==> config.mk <==
export PLATFORM = sky130hd
export DESIGN_NAME = nand_host
export DESIGN_NICKNAME = d
export VERILOG_FILES = /design/src/hw/nand_host_pkg.sv /design/src/hw/nand_host.sv
export SDC_FILE = /design/constraint.sdc
export NUM_CORES = 1
export LEC_CHECK = 0
export BUFFER_PORTS_ARGS = -buffer_cell sky130_fd_sc_hd__buf_4
export CAP_MARGIN = 20
export CORE_MARGIN = 1
export CORE_UTILIZATION = 39
export CTS_BUF_LIST = sky130_fd_sc_hd__clkbuf_8
export DETAILED_ROUTE_END_ITERATION = 6
export PLACE_DENSITY = 0.56
export SLEW_MARGIN = 15
export SYNTH_ARGS = -nofsm -noshare
export SYNTH_HDL_FRONTEND = slang
export SYNTH_SLANG_ARGS = --single-unit
==> constraint.sdc <==
create_clock -name clk -period 3.2 [get_ports clk]
set_input_delay 0.16 -clock clk [delete_from_list [all_inputs] [get_ports clk]]
set_output_delay 0.16 -clock clk [all_outputs]
set_load 0.1 [all_outputs]
==> src/hw/nand_host_pkg.sv <==
// Package: command codes, address layout, timing counts and carrier types for the NAND host controller
package nand_host_pkg;

  // Command codes accepted by the flash
  localparam logic [7:0] CMD_READ      = 8'h00;
  localparam logic [7:0] CMD_RESET     = 8'hFF;
  localparam logic [7:0] CMD_PROG      = 8'h80;
  localparam logic [7:0] CMD_PROG_GO   = 8'h10;
  localparam logic [7:0] CMD_ERASE     = 8'h60;
  localparam logic [7:0] CMD_ERASE_GO  = 8'hD0;
  localparam logic [7:0] CMD_STATUS    = 8'h70;
  localparam logic [7:0] CMD_ID        = 8'h90;

  // Address layout
  localparam int ADDR_W      = 19;
  localparam int ROW_LSB     = 8;
  localparam int HI_LSB      = 16;
  localparam int HI_W        = 3;
  localparam int FRAME_BYTES = 32;
  localparam int BYTE_CNT_W  = 6;

  // Strobe timing: each phase of a strobe pulse
  localparam int CLK_MHZ       = 25;
  localparam int PHASE_NS      = 80;
  localparam int PHASE_CYC_RAW = (PHASE_NS * CLK_MHZ + 999) / 1000;
  localparam int PHASE_CYC     = (PHASE_CYC_RAW < 1) ? 1 : PHASE_CYC_RAW;
  localparam int PH_W          = 4;

  // Operations the controller can run
  typedef enum logic [2:0] {
    OP_READ, OP_PROG, OP_ERASE, OP_STATUS, OP_ID, OP_RESET
  } op_t;

  // Request from the user side
  typedef struct packed {
    op_t                      op;
    logic [ADDR_W-1:0]        addr;
    logic [BYTE_CNT_W-1:0]    len;
  } req_t;

  // Flash pins driven by the controller
  typedef struct packed {
    logic       ce_n;
    logic       cle;
    logic       ale;
    logic       we_n;
    logic       read_strobe_n;
    logic       wp_n;
    logic [7:0] io_out;
    logic       io_oe_n;
  } pins_t;

endpackage

==> src/hw/nand_host.sv <==
// Host controller that runs read, program, erase, status, identification and reset cycles on a NAND flash
module nand_host (
  // Clock and reset
  input  wire logic                             clk,
  input  wire logic                             rst,
  // User request
  input  wire logic                             req_valid,
  output logic                                  req_ready,
  input  wire nand_host_pkg::req_t              req,
  input  wire logic                             wr_protect_n,
  // Write data stream
  input  wire logic [7:0]                       wdata,
  output logic                                  wdata_take,
  // Read data stream
  output logic [7:0]                            rdata_ff,
  output logic                                  rvalid_ff,
  output logic                                  done_ff,
  // Flash pins
  output nand_host_pkg::pins_t                  pins_ff,
  input  wire logic [7:0]                       io_in,
  input  wire logic                             ready_busy_in
);

  // *************************************************************
  // Pin input synchronisers
  // *************************************************************
  logic [7:0] io_s1_ff, io_s2_ff;   // Bus sampled twice before use
  logic       rb_s1_ff, rb_s2_ff;   // Ready/busy line, open drain pulled up
  always_ff @(posedge clk or posedge rst) begin
    if (rst) begin
      io_s1_ff <= 8'h00;
      io_s2_ff <= 8'h00;
      rb_s1_ff <= 1'b1;
      rb_s2_ff <= 1'b1;
    end else begin
      io_s1_ff <= io_in;
      io_s2_ff <= io_s1_ff;
      rb_s1_ff <= ready_busy_in;
      rb_s2_ff <= rb_s1_ff;
    end
  end

  // *************************************************************
  // Sequencer
  // *************************************************************
  typedef enum logic [3:0] {
    S_IDLE, S_CMD, S_ADDR, S_DATA, S_CMD2, S_WAIT, S_RDAT, S_DONE
  } state_t;

  state_t                                   state_ff, nxt_state;
  nand_host_pkg::req_t                      cur_ff, nxt_cur;
  logic [1:0]                               acnt_ff, nxt_acnt;    // Address cycle index
  logic [nand_host_pkg::BYTE_CNT_W-1:0]     bcnt_ff, nxt_bcnt;    // Data bytes moved
  logic [nand_host_pkg::PH_W-1:0]           ph_ff, nxt_ph;        // Phase timer
  logic                                     half_ff, nxt_half;    // 0: strobe low, 1: strobe high
  logic                                     busy_seen_ff, nxt_busy_seen;
  nand_host_pkg::pins_t                     nxt_pins;
  logic [7:0]                               nxt_rdata;
  logic                                     nxt_rvalid, nxt_done;
  logic                                     step;                 // One strobe cycle completes

  // First command byte of each operation
  function automatic logic [7:0] first_cmd(input nand_host_pkg::op_t op);
    unique case (op)
      nand_host_pkg::OP_READ:   first_cmd = nand_host_pkg::CMD_READ;
      nand_host_pkg::OP_PROG:   first_cmd = nand_host_pkg::CMD_PROG;
      nand_host_pkg::OP_ERASE:  first_cmd = nand_host_pkg::CMD_ERASE;
      nand_host_pkg::OP_STATUS: first_cmd = nand_host_pkg::CMD_STATUS;
      nand_host_pkg::OP_ID:     first_cmd = nand_host_pkg::CMD_ID;
      nand_host_pkg::OP_RESET:  first_cmd = nand_host_pkg::CMD_RESET;
      default:                  first_cmd = nand_host_pkg::CMD_STATUS;
    endcase
  endfunction

  // Number of address cycles per operation
  function automatic logic [1:0] addr_cycles(input nand_host_pkg::op_t op);
    unique case (op)
      nand_host_pkg::OP_READ, nand_host_pkg::OP_PROG: addr_cycles = 2'd3;
      nand_host_pkg::OP_ERASE:                        addr_cycles = 2'd2;
      nand_host_pkg::OP_ID:                           addr_cycles = 2'd1;
      default:                                        addr_cycles = 2'd0;
    endcase
  endfunction

  // Address byte for a cycle; erase starts at the row byte
  function automatic logic [7:0] addr_byte(input nand_host_pkg::req_t r, input logic [1:0] idx);
    logic [1:0] k;
    k = (r.op == nand_host_pkg::OP_ERASE) ? idx + 2'd1 : idx;
    unique case (k)
      2'd0:    addr_byte = r.addr[7:0];
      2'd1:    addr_byte = r.addr[nand_host_pkg::ROW_LSB +: 8];
      2'd2:    addr_byte = {5'h00, r.addr[nand_host_pkg::HI_LSB +: nand_host_pkg::HI_W]};
      default: addr_byte = 8'h00;
    endcase
  endfunction

  assign step = half_ff && (ph_ff == nand_host_pkg::PH_W'(nand_host_pkg::PHASE_CYC - 1));
  // Only new operations wait for idle; keeps all commands, reset included, out of busy time
  assign req_ready  = (state_ff == S_IDLE) && rb_s2_ff;
  // Byte is taken at the edge that puts it on the bus, so the source may step on right then
  assign wdata_take = step && (nxt_state == S_DATA);

  // Next-state logic
  always_comb begin
    nxt_state     = state_ff;
    nxt_cur       = cur_ff;
    nxt_acnt      = acnt_ff;
    nxt_bcnt      = bcnt_ff;
    nxt_busy_seen = busy_seen_ff;
    nxt_pins      = pins_ff;
    nxt_rdata     = rdata_ff;
    nxt_rvalid    = 1'b0;
    nxt_done      = 1'b0;
    nxt_half      = half_ff;
    nxt_ph        = ph_ff + nand_host_pkg::PH_W'(1);
    nxt_pins.wp_n = wr_protect_n;
    if (ph_ff == nand_host_pkg::PH_W'(nand_host_pkg::PHASE_CYC - 1)) begin
      nxt_ph   = '0;
      nxt_half = ~half_ff;
    end
    unique case (state_ff)
      // Wait for a request; hold chip deselected and bus released
      S_IDLE: begin
        nxt_pins.ce_n    = 1'b1;
        nxt_pins.io_oe_n = 1'b1;
        nxt_ph           = '0;
        nxt_half         = 1'b0;
        if (req_valid && rb_s2_ff) begin
          nxt_cur        = req;
          nxt_acnt       = '0;
          nxt_bcnt       = '0;
          nxt_busy_seen  = 1'b0;
          nxt_pins.ce_n  = 1'b0;
          nxt_pins.cle   = 1'b1;
          nxt_pins.we_n  = 1'b0;
          nxt_pins.io_out  = first_cmd(req.op);
          nxt_pins.io_oe_n = 1'b0;
          nxt_state      = S_CMD;
        end
      end
      // Command, address and data bytes: raise write strobe, then move on
      S_CMD, S_ADDR, S_CMD2, S_DATA: begin
        if (ph_ff == nand_host_pkg::PH_W'(nand_host_pkg::PHASE_CYC - 1) && !half_ff)
          nxt_pins.we_n = 1'b1;
        if (step) begin
          nxt_pins.cle = 1'b0;
          nxt_pins.ale = 1'b0;
          if (state_ff == S_DATA)
            nxt_bcnt = bcnt_ff + 1'b1;
          if ((state_ff == S_CMD || state_ff == S_ADDR) &&
              (state_ff == S_CMD ? 2'd0 : acnt_ff + 2'd1) < addr_cycles(cur_ff.op)) begin
            nxt_acnt = (state_ff == S_CMD) ? 2'd0 : acnt_ff + 2'd1;
            nxt_pins.ale    = 1'b1;
            nxt_pins.we_n   = 1'b0;
            nxt_pins.io_out = addr_byte(cur_ff, nxt_acnt);
            nxt_state       = S_ADDR;
          end else if (cur_ff.op == nand_host_pkg::OP_PROG && state_ff != S_CMD2 &&
                       bcnt_ff + (state_ff == S_DATA) < cur_ff.len) begin
            nxt_pins.we_n   = 1'b0;
            nxt_pins.io_out = wdata;
            nxt_state       = S_DATA;
          end else if ((cur_ff.op == nand_host_pkg::OP_PROG || cur_ff.op == nand_host_pkg::OP_ERASE) &&
                       state_ff != S_CMD2) begin
            nxt_pins.cle    = 1'b1;
            nxt_pins.we_n   = 1'b0;
            nxt_pins.io_out = (cur_ff.op == nand_host_pkg::OP_PROG) ?
                              nand_host_pkg::CMD_PROG_GO : nand_host_pkg::CMD_ERASE_GO;
            nxt_state       = S_CMD2;
          end else begin
            nxt_pins.io_oe_n = 1'b1;
            nxt_state        = S_WAIT;
          end
        end
      end
      // Wait out busy; chip stays selected through program and erase
      S_WAIT: begin
        nxt_half = 1'b0;
        if (!rb_s2_ff)
          nxt_busy_seen = 1'b1;
        if (ph_ff == nand_host_pkg::PH_W'(nand_host_pkg::PHASE_CYC - 1) && (busy_seen_ff || rb_s2_ff)
            && rb_s2_ff) begin
          if (cur_ff.op == nand_host_pkg::OP_PROG || cur_ff.op == nand_host_pkg::OP_ERASE ||
              cur_ff.op == nand_host_pkg::OP_RESET || cur_ff.len == '0) begin
            nxt_state = S_DONE;
          end else begin
            nxt_bcnt               = '0;
            nxt_pins.read_strobe_n = 1'b0;
            nxt_state              = S_RDAT;
          end
        end
      end
      // Serial read: one byte per read strobe low pulse
      S_RDAT: begin
        if (ph_ff == nand_host_pkg::PH_W'(nand_host_pkg::PHASE_CYC - 1) && !half_ff) begin
          nxt_pins.read_strobe_n = 1'b1;
        end
        // Sample late: the bus needs two clocks through the synchroniser after the strobe fell
        if (step) begin
          nxt_rdata  = io_s2_ff;
          nxt_rvalid = 1'b1;
          nxt_bcnt   = bcnt_ff + 1'b1;
          if (bcnt_ff + 1'b1 < cur_ff.len)
            nxt_pins.read_strobe_n = 1'b0;
          else
            nxt_state = S_DONE;
        end
      end
      // Deselect, which ends any read, and report completion
      S_DONE: begin
        nxt_pins.ce_n = 1'b1;
        nxt_done      = 1'b1;
        nxt_state     = S_IDLE;
      end
      default: nxt_state = S_IDLE;
    endcase
  end

  // Register the sequencer
  always_ff @(posedge clk or posedge rst) begin
    if (rst) begin
      state_ff     <= S_IDLE;
      cur_ff       <= '0;
      acnt_ff      <= '0;
      bcnt_ff      <= '0;
      ph_ff        <= '0;
      half_ff      <= 1'b0;
      busy_seen_ff <= 1'b0;
      pins_ff      <= '{ce_n: 1'b1, cle: 1'b0, ale: 1'b0, we_n: 1'b1, read_strobe_n: 1'b1,
                        wp_n: 1'b0, io_out: 8'h00, io_oe_n: 1'b1};
      rdata_ff     <= 8'h00;
      rvalid_ff    <= 1'b0;
      done_ff      <= 1'b0;
    end else begin
      state_ff     <= nxt_state;
      cur_ff       <= nxt_cur;
      acnt_ff      <= nxt_acnt;
      bcnt_ff      <= nxt_bcnt;
      ph_ff        <= nxt_ph;
      half_ff      <= nxt_half;
      busy_seen_ff <= nxt_busy_seen;
      pins_ff      <= nxt_pins;
      rdata_ff     <= nxt_rdata;
      rvalid_ff    <= nxt_rvalid;
      done_ff      <= nxt_done;
    end
  end

  // *************************************************************
  // Checks
  // *************************************************************
  a_we_ce_low: assert property (@(posedge clk) disable iff (rst)
    !pins_ff.we_n |-> !pins_ff.ce_n) else $error("write strobe low while deselected");
  a_cle_ale_excl: assert property (@(posedge clk) disable iff (rst)
    !(pins_ff.cle && pins_ff.ale)) else $error("command and address latch both high");
  a_no_rd_on_wr: assert property (@(posedge clk) disable iff (rst)
    !(pins_ff.we_n == 1'b0 && pins_ff.read_strobe_n == 1'b0)) else $error("both strobes low");
  a_bus_released: assert property (@(posedge clk) disable iff (rst)
    !pins_ff.read_strobe_n |-> pins_ff.io_oe_n) else $error("host drives bus during read");
  a_cmd_legal: assert property (@(posedge clk) disable iff (rst)
    (pins_ff.cle && !pins_ff.we_n) |-> pins_ff.io_out inside {8'h00, 8'hFF, 8'h80, 8'h10,
    8'h60, 8'hD0, 8'h70, 8'h90}) else $error("undefined command byte");
  a_erase_two: assert property (@(posedge clk) disable iff (rst)
    (state_ff == S_ADDR && cur_ff.op == nand_host_pkg::OP_ERASE) |-> acnt_ff < 2'd2)
    else $error("erase sent a third address cycle");
  // The edge that leaves reset still loads the reset value, so skip the cycle after it
  a_wp_follow: assert property (@(posedge clk) disable iff (rst)
    !$past(rst) |-> pins_ff.wp_n == $past(wr_protect_n)) else $error("write protect not forwarded");
  a_start_idle: assert property (@(posedge clk) disable iff (rst)
    (state_ff == S_IDLE && nxt_state == S_CMD) |-> rb_s2_ff) else $error("command issued while busy");

endmodule

==> flow_metrics.tcl <==
set metrics [dict create \
    io_pins 76 \
    clockBufferDepth 2 \
    tightest_slew_ns 0.850 \
    slowest_stage "dfrtp_1" \
    die-height_microns 109 \
    diodes 0 \
    cts_sinks 88 \
    final-setup-viol-count 0 \
    startpoint_type "register" \
    nets 606 \
    hold_viol_final 0 \
    async_flop_share_pct 100 \
    mappedNetlistNets 489 \
    start_util_pct 40.5 \
    syn_inst 424 \
    grt_antenna_before_repair 0 \
    gp_congestion 0.851 \
    crit_chain "or2_1 > nor2_2 > ha_4 > ha_4 > nand3_2 > xnor2_2 > ha_2 > a211o_1 > o211ai_1 > o211ai_1 > o21bai_1 > nand2_1 > a21oi_4 > buf_12" \
    nFillCells 990 \
    wl_per_cell_microns 15.2 \
    coreArea_sq_mm 0.0110 \
    slew_headroom_pct 43.3 \
    drcViolationCount 0 \
    critPathKind "register to output pin" \
    cts.clk_slew.worst_paths_ns 0.10 \
    die_area_sq_mm 0.0118 \
    cts_tree "built" \
    synthFlopType "dfrtp_1" \
    period_needed_ns 3.16 \
    grt_max_degree 51 \
    htree_levels 3 \
    cts-root-buf "clkbuf_8" \
    synth-seq-cells 88 \
    grt_overflow 0 \
    worstPathArrival_ns 3.00 \
    ir_drop_mv 0.565 \
    syn_avg_cell_area_sq_um 10.5 \
    timing.critical_path.buf_inv 1 \
    clock_latency_ns 0.37 \
    p_total_mw 3.36 \
    io_buffer_count 75 \
    slowest_delay_ns 0.39 \
    placed_area_sq_mm 0.00524 \
    synth_seq_area_share_pct 49.7 \
    die_w_microns 109 \
    status "finished, final reports clean" \
    dp_hpwl_microns 7310 \
    cap_violations 0 \
    rsz0062_at_grt "yes" \
    first_pass_iters 4 \
    stdcell_area_sq_mm 0.00584 \
    synth.distinct_cells 61 \
    grt_usage_pct 19.0 \
    cts_buffers 9 \
    drive_above_1_share_pct 30.8 \
    grt_pass1_wl_microns 17000 \
    yosys_warnings 0 \
    skew_ns 0.00532 \
    required_ns 3.04 \
    fmax_mhz 316 \
    vias_per_cell 5.18 \
    grt_pass1_vias 3447 \
    num_vias 3555 \
    synth_edf_count 0 \
    worstSetupEndpointType "output pin" \
    cp_max_fo 2 \
    ant_nets 0 \
    rows 38 \
    hold_path_class "input pin to register" \
    drtIter0Drc 137 \
    syn2layout_area_growth_pct 31.5 \
    post-route-period-util_pct 98.8 \
    cp_top_family "compound AO/OA/AOI/OAI gates" \
    synth_area_sq_mm 0.00444 \
    maxSlewViolCount 0 \
    wl_microns 10400 \
    power_density_mw_per_mm2 575 \
    power.leakage_nw 2.64 \
]
==> cells by family after synthesis <==
family                   synth area share, %
adder cells (fa/ha/maj)                 4.51
buffers and inverters                   3.69
XOR/XNOR                                3.55
multiplexers                            7.94
AND/OR/NAND/NOR                         16.0
flip-flops                              49.7
other                                 0.0844
AO/OA/AOI/OAI                           14.5
==> registers in the layout, indices dropped and copies added (netlist names), 2 cells and up <==
name	count
acnt_ff	2
bcnt_ff	6
cur_ff	28
io_s1_ff	8
io_s2_ff	8
ph_ff	4
pins_ff	15
rdata_ff	8
state_ff	4
==> per-layer routing <==
metal  up-vias  track usage (%)  part of all wire (%)
met5         -                0                     0
met4         0             6.66                   1.7
met3        12             4.42                   5.2
met2        95             29.4                    46
met1      1718             26.0                    47
li1       1730                -                     -
==> worst reg2reg max path, delay by kind of cell, from the launching register on <==
family,cells,cell delay (ns)
and+or+nand+nor,4,0.77
adders and majority gates,3,0.50
xor gates and xnor gates,1,0.16
AOI/OAI and AO/OA,5,0.75
buffers and inverters,1,0.18
DFF,1,0.39
==> Yosys cell counts (all sizes together), types with 5 or more instances <==
master	number	area, sq um
a21o	6	45.0
a21oi	21	109
a31oi	13	81.3
buf	10	70.1
clkbuf	10	37.5
dfrtp	82	2050
dfstp	6	158
ha	16	200
inv	15	56.3
mux2	26	293
mux2i	6	60.1
nand2	44	165
nand2b	7	43.8
nand3	11	55.1
nor2	36	140
nor3	10	60.1
nor3b	10	80.1
o21ai	26	134
xnor2	13	114
xor2	5	43.8
==> metrics by stage <==
stage	TNS (ns)	utilization (%)	worst slack (ns)	hold WS (ns)	instances
2_1_floorplan	-0.0354	-	-0.0354	0.164	424
3_3_place_gp	0	47.7	0.390	0.269	634
3_5_place_dp	0	47.7	0.342	0.270	634
4_1_cts	0	52.8	0.00341	0.00337	683
5_1_grt	-0.150	53.2	-0.150	0.0112	686
6_report	0	53.2	0.0383	0.0234	686
==> timing repair <==
item / in CTS / in global routing
hold buffers: 33 / 1
gates resized for setup: 4 / 4
hold endpoints to repair: 78 / 1
buffers inserted: 0 / 2
gates cloned: 0 / 0
endpoints found under the setup margin: 1 / 1
pin swaps: 0 / 6
==> area by class of cell <==
| class | count | area, sq um | share of cell area (%) |
|---|---|---|---|
| clock buffers | 9 | 124 | 2.12 |
| clock inverters | 7 | 81.3 | 1.39 |
| inverters | 15 | 57.6 | 0.985 |
| multi-input cells | 301 | 2130 | 36.5 |
| flip-flops and latches | 88 | 2210 | 37.9 |
| well taps | 140 | 175 | 3.00 |
| repair buffers | 126 | 1060 | 18.1 |
==> cell usage in the layout (no fill, tap or decap), drive strengths merged, types with 5 or more instances in the layout <==
master / netlist / layout
nor3: 10 / 10
dlygate4sd3: 0 / 34
nor2: 36 / 36
mux2i: 6 / 6
a21o: 6 / 6
nand2b: 7 / 7
a31oi: 13 / 13
xor2: 5 / 5
a21oi: 21 / 21
ha: 16 / 16
dfstp: 6 / 6
nand3: 11 / 11
buf: 10 / 92
o21ai: 26 / 26
nand2: 44 / 44
xnor2: 13 / 13
dfrtp: 82 / 82
mux2: 26 / 26
clkbuf: 10 / 9
inv: 15 / 19
nor3b: 10 / 10
==> power by group <==
part / total [mW] / leakage [nW] / internal [mW] / switching (mW)
logic: 1.15 / 1.46 / 0.400 / 0.754
registers: 1.42 / 1.08 / 1.29 / 0.131
clock network: 0.790 / 0.104 / 0.314 / 0.475
total: 3.36 / 2.64 / 2.00 / 1.36
==> worst paths after layout <==
path                             start           to  slack [ns]  cells past startpoint
setup / recovery           state_ff[2]   wdata_take        0.04                     14
hold / removal                  req[4]    cur_ff[4]        0.02                      3
setup reg to reg           state_ff[2]   pins_ff[2]        0.37                     14
hold reg to reg            io_s1_ff[7]  io_s2_ff[7]        0.36                      0
max in group asynchronous          rst  pins_ff[11]        1.95                      4
min in group asynchronous          rst    rvalid_ff        0.50                      3
(Power assumes the default switching activity.)
